**config.mk**
```make
export PLATFORM = sky130hd
export DESIGN_NAME = gpio_port_register_bank
export DESIGN_NICKNAME = d
export VERILOG_FILES = /design/src/core/gpio_port_pkg.sv /design/src/core/gpio_port_register_bank.sv
export VERILOG_INCLUDE_DIRS = /design/src /design/src/core
export SDC_FILE = /design/constraint.sdc
export NUM_CORES = 1
export LEC_CHECK = 0
export BUFFER_PORTS_ARGS = -buffer_cell sky130_fd_sc_hd__buf_2
export CORE_MARGIN = 5
export CORE_UTILIZATION = 62
export CTS_BUF_LIST = sky130_fd_sc_hd__clkbuf_8
export DETAILED_ROUTE_END_ITERATION = 6
export PLACE_DENSITY_LB_ADDON = 0.2
export SYNTH_ARGS = -nofsm -noshare
export SYNTH_HDL_FRONTEND = slang
export SYNTH_SLANG_ARGS = --single-unit
```
**constraint.sdc**
```tcl
create_clock -name clk_sys -period 2.62 [get_ports clk_sys]
set_input_delay 0 -clock clk_sys [delete_from_list [all_inputs] [get_ports clk_sys]]
set_output_delay 0 -clock clk_sys [all_outputs]
set_load 0.05 [all_outputs]
```
**src/core/gpio_port_map.svh**
```systemverilog
// register offsets, field positions and reset values of the port register bank
// assumes byte-wide registers reached at byte offsets over a plain register port
`ifndef GPIO_PORT_MAP_SVH
`define GPIO_PORT_MAP_SVH

`define DRIVE_ENABLE_OFS 8'h00
`define DRIVE_ENABLE_SET_VIEW_OFS 8'h01
`define DRIVE_ENABLE_CLEAR_VIEW_OFS 8'h02
`define DRIVE_ENABLE_FLIP_VIEW_OFS 8'h03
`define DRIVE_LEVEL_OFS 8'h04
`define DRIVE_LEVEL_SET_VIEW_OFS 8'h05
`define DRIVE_LEVEL_CLEAR_VIEW_OFS 8'h06
`define DRIVE_LEVEL_FLIP_VIEW_OFS 8'h07
`define PIN_VALUE_OFS 8'h08
`define IRQ_CONTROL_OFS 8'h09
`define IRQ0_SOURCE_SELECT_OFS 8'h0a
`define IRQ1_SOURCE_SELECT_OFS 8'h0b
`define IRQ_PENDING_FLAGS_OFS 8'h0c
// pad configuration of pin n sits at this base plus n
`define PAD_CONFIG_BASE_OFS 8'h10

`define IRQ0_LEVEL_LSB 0
`define IRQ1_LEVEL_LSB 2
`define IRQ_LEVEL_W 2
`define IRQ0_PENDING_BIT 0
`define IRQ1_PENDING_BIT 1
`define SENSE_MODE_LSB 0
`define SENSE_MODE_W 3

`define PORT_REG_RESET 8'h00
`define SENSE_MODE_RESET 3'h0

`endif

```
**src/core/gpio_port_pkg.sv**
```systemverilog
// types shared by the port register bank
// assumes the offsets and field positions come from gpio_port_map.svh
package gpio_port_pkg;

  typedef enum logic [2:0] {
    sense_both_edges = 3'h0,
    sense_rising = 3'h1,
    sense_falling = 3'h2,
    sense_low_level = 3'h3,
    sense_input_off = 3'h7
  } sense_mode_e;

  typedef logic [7:0] port_byte_t;
  typedef logic [1:0] irq_level_t;

endpackage

```
**src/core/gpio_port_register_bank.sv**
```systemverilog
// 8-bit general-purpose port: direction, output level, pin value, two pin interrupt sources
// assumes pins are synchronous to clk_sys and a plain byte-wide register port
//
// Summary of operation
// - drive-enable at offset 0: bit one makes pin output, zero input
// - writing drive-enable set view sets bits written one only
// - writing drive-enable clear view clears bits written one only
// - writing drive-enable flip view inverts bits written one only
// - reading any drive-enable view returns the drive-enable contents
// - drive-level at offset 4: bit one drives pin high, zero low
// - drive-level reaches the pin only while drive-enable selects output
// - writing drive-level set view sets bits written one only
// - writing drive-level clear view clears bits written one only
// - writing drive-level flip view inverts bits written one only
// - reading any drive-level view returns the drive-level contents
// - pin-value register at offset 8 shows present pin logic values
// - pins with input buffer disabled are not sampled, read as zero
// - interrupt control holds two 2-bit level fields, enabling each source
// - source-0 select bit n makes pin n feed interrupt source 0
// - source-1 select bit n makes pin n feed interrupt source 1
// - each masked pin raises interrupts by its own pad sense mode
// - pending flag sets on sense match; writing one clears it
// - sense codes: both edges, rising, falling, low level, 111 input off
//
// The address-and-strobe port was chosen for this implementation.
`timescale 1ns/1ps
`include "gpio_port_map.svh"

module gpio_port_register_bank
  import gpio_port_pkg::*;
#(
  parameter int ADDR_W = 8,
  parameter int PIN_COUNT = 8
) (
  input wire logic clk_sys,
  input wire logic resetn,
  input wire logic [ADDR_W-1:0] reg_addr,
  input wire logic [7:0] reg_wdata,
  input wire logic reg_write,
  input wire logic reg_read,
  output logic [7:0] reg_rdata,
  input wire logic [7:0] pin_in,
  output logic [7:0] pin_out,
  output logic [7:0] pin_oe,
  output logic [1:0] irq0_request_level,
  output logic [1:0] irq1_request_level
);

  // refused at elaboration: the pad configs need offsets up to 0x17
  if (ADDR_W < 5 || ADDR_W > 8) begin : g_bad_addr_w
    $error("ADDR_W must lie between 5 and 8");
  end

  // refused at elaboration: the pin registers are exactly one byte of pins
  if (PIN_COUNT != 8) begin : g_bad_pin_count
    $error("PIN_COUNT must be 8, the registers are one byte wide");
  end

  //////////////////////////////////////////////////////////////////////////////

  port_byte_t drive_enable;
  port_byte_t drive_level;
  port_byte_t pin_value;
  port_byte_t pin_prev;
  logic [3:0] irq_control;
  port_byte_t irq0_source_select;
  port_byte_t irq1_source_select;
  logic irq0_pending;
  logic irq1_pending;
  logic [2:0] sense_mode [8];
  logic [7:0] addr8;
  logic [7:0] sense_hit;
  logic [7:0] sample_en;
  logic irq0_event;
  logic irq1_event;
  logic [7:0] pin_rise;
  logic [7:0] pin_fall;
  logic [7:0] pin_change;
  logic [7:0] next_rdata;

  assign addr8 = 8'(reg_addr);

  //////////////////////////////////////////////////////////////////////////////
  // write decode: one strobe per register keeps each concern below to one test

  logic wr_drive_enable;
  logic wr_drive_enable_set;
  logic wr_drive_enable_clear;
  logic wr_drive_enable_flip;
  logic wr_drive_level;
  logic wr_drive_level_set;
  logic wr_drive_level_clear;
  logic wr_drive_level_flip;
  logic wr_irq_control;
  logic wr_irq0_select;
  logic wr_irq1_select;
  logic wr_pending_flags;
  logic [7:0] wr_pad_config;
  logic rd_pad_config;

  assign wr_drive_enable = reg_write && addr8 == `DRIVE_ENABLE_OFS;
  assign wr_drive_enable_set = reg_write && addr8 == `DRIVE_ENABLE_SET_VIEW_OFS;
  assign wr_drive_enable_clear = reg_write && addr8 == `DRIVE_ENABLE_CLEAR_VIEW_OFS;
  assign wr_drive_enable_flip = reg_write && addr8 == `DRIVE_ENABLE_FLIP_VIEW_OFS;
  assign wr_drive_level = reg_write && addr8 == `DRIVE_LEVEL_OFS;
  assign wr_drive_level_set = reg_write && addr8 == `DRIVE_LEVEL_SET_VIEW_OFS;
  assign wr_drive_level_clear = reg_write && addr8 == `DRIVE_LEVEL_CLEAR_VIEW_OFS;
  assign wr_drive_level_flip = reg_write && addr8 == `DRIVE_LEVEL_FLIP_VIEW_OFS;
  assign wr_irq_control = reg_write && addr8 == `IRQ_CONTROL_OFS;
  assign wr_irq0_select = reg_write && addr8 == `IRQ0_SOURCE_SELECT_OFS;
  assign wr_irq1_select = reg_write && addr8 == `IRQ1_SOURCE_SELECT_OFS;
  assign wr_pending_flags = reg_write && addr8 == `IRQ_PENDING_FLAGS_OFS;

  // the eight pad configs share one aligned block of eight addresses
  assign rd_pad_config = addr8[7:3] == 5'(`PAD_CONFIG_BASE_OFS >> 3);

  //////////////////////////////////////////////////////////////////////////////
  // direction register and its atomic views

  always_ff @(posedge clk_sys or negedge resetn) begin
    if (!resetn) begin
      drive_enable <= `PORT_REG_RESET;
    end else if (wr_drive_enable) begin
      drive_enable <= reg_wdata;
    end else if (wr_drive_enable_set) begin
      drive_enable <= drive_enable | reg_wdata;
    end else if (wr_drive_enable_clear) begin
      drive_enable <= drive_enable & ~reg_wdata;
    end else if (wr_drive_enable_flip) begin
      drive_enable <= drive_enable ^ reg_wdata;
    end
  end

  //////////////////////////////////////////////////////////////////////////////
  // output level register and its atomic views

  always_ff @(posedge clk_sys or negedge resetn) begin
    if (!resetn) begin
      drive_level <= `PORT_REG_RESET;
    end else if (wr_drive_level) begin
      drive_level <= reg_wdata;
    end else if (wr_drive_level_set) begin
      drive_level <= drive_level | reg_wdata;
    end else if (wr_drive_level_clear) begin
      drive_level <= drive_level & ~reg_wdata;
    end else if (wr_drive_level_flip) begin
      drive_level <= drive_level ^ reg_wdata;
    end
  end

  // pin drivers: level shows only where the enable is set
  assign pin_oe = drive_enable;
  assign pin_out = drive_level & drive_enable;

  //////////////////////////////////////////////////////////////////////////////
  // interrupt control and source selects

  always_ff @(posedge clk_sys or negedge resetn) begin
    if (!resetn) begin
      irq_control <= 4'h0;
    end else if (wr_irq_control) begin
      // upper bits are not stored, so they always read zero
      irq_control <= reg_wdata[3:0];
    end
  end

  always_ff @(posedge clk_sys or negedge resetn) begin
    if (!resetn) begin
      irq0_source_select <= `PORT_REG_RESET;
      irq1_source_select <= `PORT_REG_RESET;
    end else begin
      if (wr_irq0_select) begin
        irq0_source_select <= reg_wdata;
      end
      if (wr_irq1_select) begin
        irq1_source_select <= reg_wdata;
      end
    end
  end

  //////////////////////////////////////////////////////////////////////////////
  // per-pin pad sense mode, input sampling and sense detection

  for (genvar n = 0; n < 8; n++) begin : g_pin
    assign wr_pad_config[n] = reg_write && addr8 == `PAD_CONFIG_BASE_OFS + 8'(n);

    always_ff @(posedge clk_sys or negedge resetn) begin
      if (!resetn) begin
        sense_mode[n] <= `SENSE_MODE_RESET;
      end else if (wr_pad_config[n]) begin
        sense_mode[n] <= reg_wdata[`SENSE_MODE_LSB +: `SENSE_MODE_W];
      end
    end

    // a disabled buffer freezes nothing: the pin simply reads zero
    assign sample_en[n] = sense_mode[n] != sense_input_off;

    always_ff @(posedge clk_sys or negedge resetn) begin
      if (!resetn) begin
        pin_value[n] <= 1'b0;
        pin_prev[n] <= 1'b0;
      end else begin
        pin_value[n] <= pin_in[n] & sample_en[n];
        pin_prev[n] <= pin_value[n];
      end
    end

    // edges are seen on the sampled value, so a pulse must last one clock
    assign pin_rise[n] = pin_value[n] & ~pin_prev[n];
    assign pin_fall[n] = ~pin_value[n] & pin_prev[n];
    assign pin_change[n] = pin_value[n] ^ pin_prev[n];

    // reserved codes never raise an interrupt
    always_comb begin
      case (sense_mode[n])
        sense_both_edges: sense_hit[n] = pin_change[n];
        sense_rising: sense_hit[n] = pin_rise[n];
        sense_falling: sense_hit[n] = pin_fall[n];
        sense_low_level: sense_hit[n] = ~pin_value[n];
        default: sense_hit[n] = 1'b0;
      endcase
    end
  end

  assign irq0_event = |(sense_hit & irq0_source_select);
  assign irq1_event = |(sense_hit & irq1_source_select);

  //////////////////////////////////////////////////////////////////////////////
  // pending flags: a new event in the clearing cycle wins over the clear

  always_ff @(posedge clk_sys or negedge resetn) begin
    if (!resetn) begin
      irq0_pending <= 1'b0;
      irq1_pending <= 1'b0;
    end else begin
      if (irq0_event) begin
        irq0_pending <= 1'b1;
      end else if (wr_pending_flags && reg_wdata[`IRQ0_PENDING_BIT]) begin
        irq0_pending <= 1'b0;
      end
      if (irq1_event) begin
        irq1_pending <= 1'b1;
      end else if (wr_pending_flags && reg_wdata[`IRQ1_PENDING_BIT]) begin
        irq1_pending <= 1'b0;
      end
    end
  end

  // level zero keeps the source off even while its flag is pending
  assign irq0_request_level = irq0_pending
                              ? irq_control[`IRQ0_LEVEL_LSB +: `IRQ_LEVEL_W] : 2'h0;
  assign irq1_request_level = irq1_pending
                              ? irq_control[`IRQ1_LEVEL_LSB +: `IRQ_LEVEL_W] : 2'h0;

  //////////////////////////////////////////////////////////////////////////////
  // read path: data stand one cycle after the strobe, unmapped reads zero

  always_comb begin
    next_rdata = 8'h00;
    if (reg_read) begin
      case (addr8)
        `DRIVE_ENABLE_OFS,
        `DRIVE_ENABLE_SET_VIEW_OFS,
        `DRIVE_ENABLE_CLEAR_VIEW_OFS,
        `DRIVE_ENABLE_FLIP_VIEW_OFS: begin
          next_rdata = drive_enable;
        end
        `DRIVE_LEVEL_OFS,
        `DRIVE_LEVEL_SET_VIEW_OFS,
        `DRIVE_LEVEL_CLEAR_VIEW_OFS,
        `DRIVE_LEVEL_FLIP_VIEW_OFS: begin
          next_rdata = drive_level;
        end
        `PIN_VALUE_OFS: begin
          next_rdata = pin_value;
        end
        `IRQ_CONTROL_OFS: begin
          next_rdata = {4'h0, irq_control};
        end
        `IRQ0_SOURCE_SELECT_OFS: begin
          next_rdata = irq0_source_select;
        end
        `IRQ1_SOURCE_SELECT_OFS: begin
          next_rdata = irq1_source_select;
        end
        `IRQ_PENDING_FLAGS_OFS: begin
          next_rdata = {6'h00, irq1_pending, irq0_pending};
        end
        default: begin
          if (rd_pad_config) begin
            next_rdata = {5'h00, sense_mode[addr8[2:0]]};
          end
        end
      endcase
    end
  end

  // zero outside the answer cycle, so a stale value never looks like data
  always_ff @(posedge clk_sys or negedge resetn) begin
    if (!resetn) begin
      reg_rdata <= 8'h00;
    end else begin
      reg_rdata <= next_rdata;
    end
  end

endmodule

```
[After elaboration in Yosys (flattened, before gate mapping)]
Index checks and enable logic that the tools add are counted.
W data, S select, Z words.
Operators by class
  bitwise operators: 59
  multiplexer cells: 28
  equal/unequal tests: 53
  order comparisons: 1
  reduce and logical (&&, ||, !) cells: 39
Operator list (count)
  $mux W8: 9
  $eq A8 B5 Y1 const B: 8
  $pmux W8 S7: 1
  $eq A3 B2 Y1 const B: 16
  $and A8 B8 Y8: 5
  $eq A8 B4 Y1 const B: 5
  $eq A8 B3 Y1 const B: 4
  $pmux W1 S4: 8
  $and A1 B1 Y1: 24
  $eq A3 B1 Y1 const B: 8
  $logic_not A3 Y1: 8
  $ne A3 B3 Y1 const B: 8
  $logic_and A1 B1 Y1: 22
  $eq A8 B2 Y1 const B: 2
  $not A1 Y1: 16
  $or A8 B8 Y8: 2
  $reduce_or A8 Y1: 2
  $xor A8 B8 Y8: 2
  $bmux W3 S3: 1
  $mux W3: 3
  $eq A8 B1 Y1 const B: 1
  $logic_not A8 Y1: 1
  $not A8 Y8: 1
  $reduce_bool A4 Y1: 2
  8 further kinds: 21
Storage, ports and cells
  flip-flop bits (word level): 86
  bits of input ports: 28
  output and inout bits: 28

[Longest topological paths before layout]
Gate-level depths: netlist (run 1).
  depth in word-level cells: 7
  mapped depth: 8
  gate-level depth less buffers: 7

[Worst setup path before layout (run 1)]
No wires, ideal clock.
  path type: reg-to-reg
  start point: register pin_value[5]
  end point: register irq0_pending
  required time: 2485 ps
  stages on the path, launching flop included: 8
  arrival: 1711 ps
  library setup time: 135 ps
  slack: 774 ps
  buffers on the path: 0
  cell sequence: dfrtp_1 inv_1 ha_1 inv_1 mux4_2 and3_1 a2111oi_2 nand4_1
On the way
  word-level cells in the longest chain between the ends: 6
Ends and longest elaborated chain
  from (decl): RTL line gpio_port_register_bank.sv:63  | port_byte_t pin_value;
  from (signal, indexed assignment): RTL line gpio_port_register_bank.sv:203  | pin_value[n] <= pin_in[n] & sample_en[n];
  $not A1 Y1: RTL line gpio_port_register_bank.sv:210, gpio_port_register_bank.sv:219
  $and A1 B1 Y1: RTL line gpio_port_register_bank.sv:210  | assign pin_fall[n] = ~pin_value[n] & pin_prev[n];
  $pmux W1 S4 (*): RTL line gpio_port_register_bank.sv:215  | case (sense_mode[n])
  $and A8 B8 Y8 (*): RTL line gpio_port_register_bank.sv:225  | assign irq0_event = |(sense_hit & irq0_source_select);
  $reduce_or A8 Y1 (*): RTL line gpio_port_register_bank.sv:225
  $mux W1 / $reduce_bool A2 Y1 (equally long branches)
  to (signal assigned): RTL line gpio_port_register_bank.sv:233  | irq0_pending <= 1'b0;
  to (signal assigned): RTL line gpio_port_register_bank.sv:237  | irq0_pending <= 1'b1;
  to (signal assigned): RTL line gpio_port_register_bank.sv:239  | irq0_pending <= 1'b0;
  to (decl): RTL line gpio_port_register_bank.sv:68  | logic irq0_pending;
Every way passes the cells marked *; elsewhere a longest branch is shown, timed or not.
A chain may end at the register's enable or synchronous reset.

[Final worst setup path (run 1)]
Ends and elaborated chain as after synthesis.

==> results of run 1 <==
flip-flops by register name, summed over array words and instances, names as in the netlist:
name                cells
sense_mode             24
irq1_pending            1
irq1_source_select      8
drive_level             8
pin_value               8
pin_prev                8
irq0_source_select      8
irq_control             4
pin_oe                  8
irq0_pending            1
reg_rdata               8
metrics by stage:
step / cells / instance area [µm²] / util / hold WS, ps
2_1_floorplan: 520 / 5394 / - / -295.6
3_3_place_gp: 668 / 5734 / 0.6673 / 208.8
3_5_place_dp: 668 / 5734 / 0.6673 / 212.9
4_1_cts: 692 / 6061 / 0.7053 / 21.77
5_1_grt: 692 / 6061 / 0.7053 / 60.21
6_report: 693 / 6063 / 0.7056 / 25.92
worst max-delay path, cell delays in order (launching register included):
cell and delay (ps):
dfrtp_1 400, inv_1 80, ha_1 280, inv_1 30
mux4_2 450, and3_1 200, a2111oi_2 270, nand4_1 130
worst max path at each step:
stage	start	end	cells after the start
6_report	pin_value[5]$_DFF_PN0_	irq0_pending$_DFFE_PN0P_	7
3_5_place_dp	pin_value[5]$_DFF_PN0_	irq0_pending$_DFFE_PN0P_	7
5_1_grt	pin_value[5]$_DFF_PN0_	irq0_pending$_DFFE_PN0P_	7
3_3_place_gp	pin_value[5]$_DFF_PN0_	irq0_pending$_DFFE_PN0P_	7
4_1_cts	pin_value[5]$_DFF_PN0_	irq0_pending$_DFFE_PN0P_	7
2_1_floorplan	pin_value[5]$_DFF_PN0_	irq0_pending$_DFFE_PN0P_	7
kinds of logic (layout without fill, tap and decap cells):
family	count (synthesis)	in the layout	share of synthesized area
buf+inv	90	154	0.06982
compound gates	102	102	0.1232
flops	86	86	0.3990
fa+ha+maj	48	48	0.1113
other cells	0	1	0
mux	61	61	0.1740
simple gates	133	133	0.1227
report_power, final:
group	total (mW)	leakage, nW	switching [mW]	internal, mW
clock network	1.13	0.124	0.476	0.650
registers	1.49	1.06	0.0839	1.40
logic	0.695	1.72	0.442	0.252
total	3.31	2.90	1.00	2.30
per-layer routing:
| metal | wire (µm) | vias to the layer above |
|---|---|---|
| li1 | - | 1931 |
| met1 | 5459 | 2096 |
| met2 | 6590 | 140 |
| met3 | 604 | 31 |
| met4 | 267 | 0 |
| met5 | 0 | - |
area by class of cell:
type	count	area [µm²]	area share
clock buffers	10	137.6	0.02270
inverters	69	259.0	0.04272
multi-input cells	344	2865	0.4726
well taps	108	135.1	0.02229
clock inverters	5	98.84	0.01630
diodes	1	2.502	0.0004127
repair buffers	70	412.9	0.06810
flip-flops and latches	86	2152	0.3549
cells in the final DEF (no fill, tap or decap), types with 15 or more instances in the layout:
cell type | netlist | layout
mux2i_1 | 15 | 15
nor2_1 | 41 | 41
buf_2 | 10 | 54
nand2_1 | 44 | 44
mux4_2 | 24 | 24
o21ai_0 | 29 | 29
dfrtp_1 | 86 | 86
inv_1 | 69 | 70
ha_1 | 48 | 48
mux2_2 | 22 | 22
a21oi_1 | 23 | 23
==> flow_metrics.tcl, run 1 <==
set metrics [dict create \
    status "completed" \
    place_ws_ps 651.2 \
    postCtsSetupBuffers 0 \
    port_buffers 55 \
    hold_path_depth 3 \
    synth_most_common_cell "dfrtp_1" \
    numClockSinks 86 \
    rsz0062_at_grt "no" \
    synth_largest_area_cell "dfrtp_1" \
    grt_usage 0.2591 \
    skew_ps 10.38 \
    setup_viol 0 \
    fp.dieW_um 103.3 \
    met1_usage 0.3474 \
    via_count 4198 \
    synthTopCellsByCount "86 x dfrtp_1, 69 x inv_1, 48 x ha_1, 44 x nand2_1, 41 x nor2_1" \
    hold_class "input port to register" \
    boundaryPins 56 \
    synth_cell_types 47 \
    core_um2 8593 \
    irDropWorstVdd_v 0.0003049 \
    synthArstFlopShare 1.000 \
    crit_path_max_fanout 4 \
    r2r_cells 7 \
    yosysWarnings 0 \
    leakage_nw 2.904 \
    nets 656 \
    grt_remaining_overflow 0 \
    holdPathEnd "irq1_source_select[4]$_DFFE_PN0P_" \
    reg2reg_slack_ps 650 \
    fill_cells 635 \
    finalWirelength_um 12920 \
    rr_endpoint "irq0_pending$_DFFE_PN0P_" \
    globalplace.congestion 0.9135 \
    maxSlewViolCount 0 \
    post-route-min-period_ps 1968 \
    synth_flop_cell "dfrtp_1" \
    cts.repair.resized 0 \
    path_clk_slew_ps 80 \
    cp.arrival_ps 2200 \
    ys_top_cells_by_area "dfrtp_1 40%, ha_1 11%, mux4_2 10%, inv_1 4.8%, mux2_2 4.6%" \
    h-tree-depth 3 \
    drtAntennaViolNets 0 \
    viasPerCell 6.058 \
    drt_iter0_drc 247 \
    clock_latency_ps 370 \
    setup_ws_ps 652.2 \
    cts_hold_buf 9 \
    grt_max_degree 87 \
    grtUsageMet3 0.03622 \
    p_total_mw 3.306 \
    worstReg2RegStart "pin_value[5]$_DFF_PN0_" \
    powerDensity_nw_per_um2 545.3 \
    cts-buffers-inserted 9 \
    wire_per_inst_um 18.65 \
    root_buffer "clkbuf_8" \
    antenna_found_initial 0 \
    min_from "reg_wdata[4]" \
    hpwl_um 9522 \
    cts_tree "built" \
    die_h_um 103.3 \
    synth-edff-count 0 \
    initial_core_util 0.6277 \
    critical_path_class "register to register" \
    synth_cells 520 \
    rows 34 \
    slew_headroom 0.2609 \
    fmax_mhz 508.2 \
    start_kind "register" \
    synth_area_per_cell_um2 10.37 \
    cp_data_required_time_ps 2860 \
    cp-end-kind "register" \
    syn_nets 596 \
    dieArea_um2 10670 \
    tightest_slew_ps 1109 \
    fin_crit_sh 0.7511 \
    synth_top_area_frac 0.3990 \
    syn_area_um2 5394 \
    drv_cap 0 \
    ctsLongestPathBuffers 2 \
    final.setup.tns_ps 0 \
    top_usage_layer "met2" \
    hold_violations 0 \
    drc 0 \
    ys_seq_area_frac 0.3990 \
    first_global_vias 4231 \
    use_met2 0.4297 \
    grt_first_pass_wirelength_um 21180 \
    synthToLayoutAreaGrowth_pct 12.41 \
    drt_pass1_iterations 7 \
    synth_seq_cells 86 \
    layout-drive-gt1-share 0.2397 \
]
No activity file was read; power rests on OpenSTA's default activity.
==> run 2, diff against run 1 <==
--- a/config.mk
+++ b/config.mk
@@ -8,7 +8,7 @@
 export LEC_CHECK = 0
 export BUFFER_PORTS_ARGS = -buffer_cell sky130_fd_sc_hd__buf_2
 export CORE_MARGIN = 5
-export CORE_UTILIZATION = 62
+export CORE_UTILIZATION = 56
 export CTS_BUF_LIST = sky130_fd_sc_hd__clkbuf_8
 export DETAILED_ROUTE_END_ITERATION = 6
 export PLACE_DENSITY_LB_ADDON = 0.2
==> constraint.sdc (replaced) <==
create_clock -name clk_sys -period 1.8 [get_ports clk_sys]
set_input_delay 0 -clock clk_sys [delete_from_list [all_inputs] [get_ports clk_sys]]
set_output_delay 0 -clock clk_sys [all_outputs]
set_load 0.05 [all_outputs]
==> run 2 against run 1 <==
Register-to-register slack lost 630 ps. Non-clock buffer count is 21 higher. Critical path depth unchanged. Flip-flop and latch count unchanged. Utilization fell by 3.4 points. Cell area up 3.3%. Fmax grew 11%. First-iteration DRC count grew 15%. Worst setup slack worse by 630 ps.
==> flow_metrics.tcl, run 2 (synthesized netlist as in run 1, its figures left out) <==
set metrics [dict create \
    via_count 4194 \
    final_cell_mix "86 x dfrtp_1, 69 x inv_1, 54 x buf_2" \
    fp.dieW_um 108.1 \
    pwr-share-seq 0.470 \
    hpwl_um 9958 \
    grt_max_degree 33 \
    drt_pass1_iterations 5 \
    p_comb_frac 0.229 \
    cp.arrival_ps 2070 \
    antenna_cells 0 \
    hold_class "input port to register" \
    fin_crit_sh 0.9884 \
    initial_core_util 0.5783 \
    core_um2 9328 \
    synthToLayoutAreaGrowth_pct 16.08 \
    port_buffers 55 \
    critical_path.max_stage_delay_ps 360 \
    fmax_mhz 562.1 \
    rr_endpoint "irq1_pending$_DFFE_PN0P_" \
    path_clk_slew_ps 90 \
    nets 677 \
    post-route-min-period_ps 1779 \
    top_register "sense_mode" \
    min_from "reg_wdata[4]" \
    drt_iter0_drc 284 \
    tightest_slew_ps 502.5 \
    p_switching_mw 1.487 \
    critical_path_class "register to register" \
    cts-buffers-inserted 9 \
    crit_path_max_fanout 2 \
    wire_per_inst_um 17.72 \
    hold_violations 0 \
    worstReg2RegStart "pin_value[0]$_DFF_PN0_" \
    cp-end-kind "register" \
    grt_remaining_overflow 0 \
    die_h_um 108.1 \
    globalplace.congestion 0.8598 \
    drc 0 \
    largest_register_ffs 24 \
    crit_chain "inv_1 -> ha_1 -> or2_2 -> a211oi_2 -> o21ai_0 -> and4_1 -> nand4_1" \
    critPathTopFamily "simple AND/OR/NAND/NOR gates" \
    holdPathEnd "irq1_source_select[4]$_DFFE_PN0P_" \
    internal-power_mw 3.115 \
    irDropWorstVdd_v 0.0003350 \
    cp.buffers_inverters 1 \
    dieArea_um2 11690 \
    cp_data_required_time_ps 2090 \
    maxSlewViolCount 0 \
    h-tree-depth 3 \
    cts_tree "built" \
    powerDensity_nw_per_um2 735.1 \
    hold_path_depth 3 \
    r2r_cells 7 \
    utilization 0.6712 \
    leakage_nw 2.988 \
    boundaryPins 56 \
    start_kind "register" \
    final_cells 735 \
    layout-drive-gt1-share 0.2756 \
    netSwitchingFraction 0.3232 \
    antenna_found_initial 0 \
    viasPerCell 5.706 \
    slew_headroom 0.6563 \
    postCtsSetupBuffers 0 \
    critical-path-slowest-cell "dfrtp_1" \
    clock_latency_ps 360 \
    status "completed" \
    first_global_vias 4294 \
    grt_first_pass_wirelength_um 21800 \
    drv_cap 0 \
    clock_power_share 0.301 \
    final.setup.tns_ps 0 \
    layout_commonest_cell "dfrtp_1" \
    skew_ps 9.811 \
    finalWirelength_um 13030 \
    rsz0062_at_grt "yes" \
    rows 35 \
    final-seq-area_um2 2152 \
    numClockSinks 86 \
    ctsLongestPathBuffers 2 \
    placed_cells 710 \
    grt_usage 0.2416 \
    multi_input_area_um2 2905 \
    fill_cells 756 \
    setup_viol 0 \
    root_buffer "clkbuf_8" \
    reg2reg_slack_ps 20 \
    drtAntennaViolNets 0 \
]
run 2: cell count changes in the layout (fill, tap and decap cells not counted), moves of 2 or more:
cell / delta
clkinvlp_4: +2
a211oi_1: -2
bufinv_16: -2
buf_4: +20
a211oi_2: +2
run 2: power groups by stage:
stage | Combinational, mW | Sequential, mW | Clock [mW]
floorplan | 0.650 | 2.24 | 0
global placement | 1.00 | 2.19 | 0
detailed placement | 1.04 | 2.20 | 0
CTS | 1.06 | 2.16 | 1.41
global route | 1.16 | 2.18 | 1.50
finish | 1.06 | 2.16 | 1.38
run 2: worst max-delay path by stage:
stage	startpoint	to	slack (ps)	depth (start not counted)
after floorplan	pin_value[5]$_DFF_PN0_	irq0_pending$_DFFE_PN0P_	4	7
after global placement	pin_value[5]$_DFF_PN0_	irq0_pending$_DFFE_PN0P_	-5	7
after detailed placement	pin_value[5]$_DFF_PN0_	irq0_pending$_DFFE_PN0P_	-60	7
after CTS	pin_value[5]$_DFF_PN0_	irq0_pending$_DFFE_PN0P_	20	7
after global routing	pin_value[5]$_DFF_PN0_	irq0_pending$_DFFE_PN0P_	-90	7
final	pin_value[0]$_DFF_PN0_	irq1_pending$_DFFE_PN0P_	20	7
run 2: layout make-up:
cell class | instances | area share
clock inverters | 6 | 0.009992
well taps | 129 | 0.02578
multi-input cells | 344 | 0.4640
repair buffers | 91 | 0.09313
clock buffers | 10 | 0.02198
flip-flops and latches | 86 | 0.3437
inverters | 69 | 0.04137
run 2: through the flow:
step	power, mW	worst slack [ps]	instance area, µm²	hold slack, ps
after floorplan	2.891	4.381	5411	-295.6
after global placement	3.193	-5.296	5948	-35.23
after detailed placement	3.239	-55.21	5948	-29.86
after CTS	4.631	16.86	6243	6.550
after global routing	4.838	-92.88	6261	18.09
final	4.602	20.81	6261	11.89
run 2: worst reg2reg max path: cells and delay by family, from the launching register on:
family,cells,cell delay (ps)
flops,1,360
compound gates,2,420
simple gates,3,590
buf+inv,1,50
fa+ha+maj,1,290
run 2: routing by layer:
| metal | part of all wire | up-vias | track usage |
|---|---|---|---|
| li1 | - | 1975 | - |
| met1 | 0.42 | 2059 | 0.3236 |
| met2 | 0.49 | 140 | 0.4072 |
| met3 | 0.063 | 20 | 0.03403 |
| met4 | 0.023 | 0 | 0.07845 |
| met5 | 0 | - | 0 |
run 2: timing repair:
item | 4_1_cts | 5_1_grt
hold buffers | 9 | 0
hold endpoints to repair | 94 | 0
endpoints found under the setup margin | 2 | 2
pin swaps | 3 | 1
gates resized for setup | 1 | 3
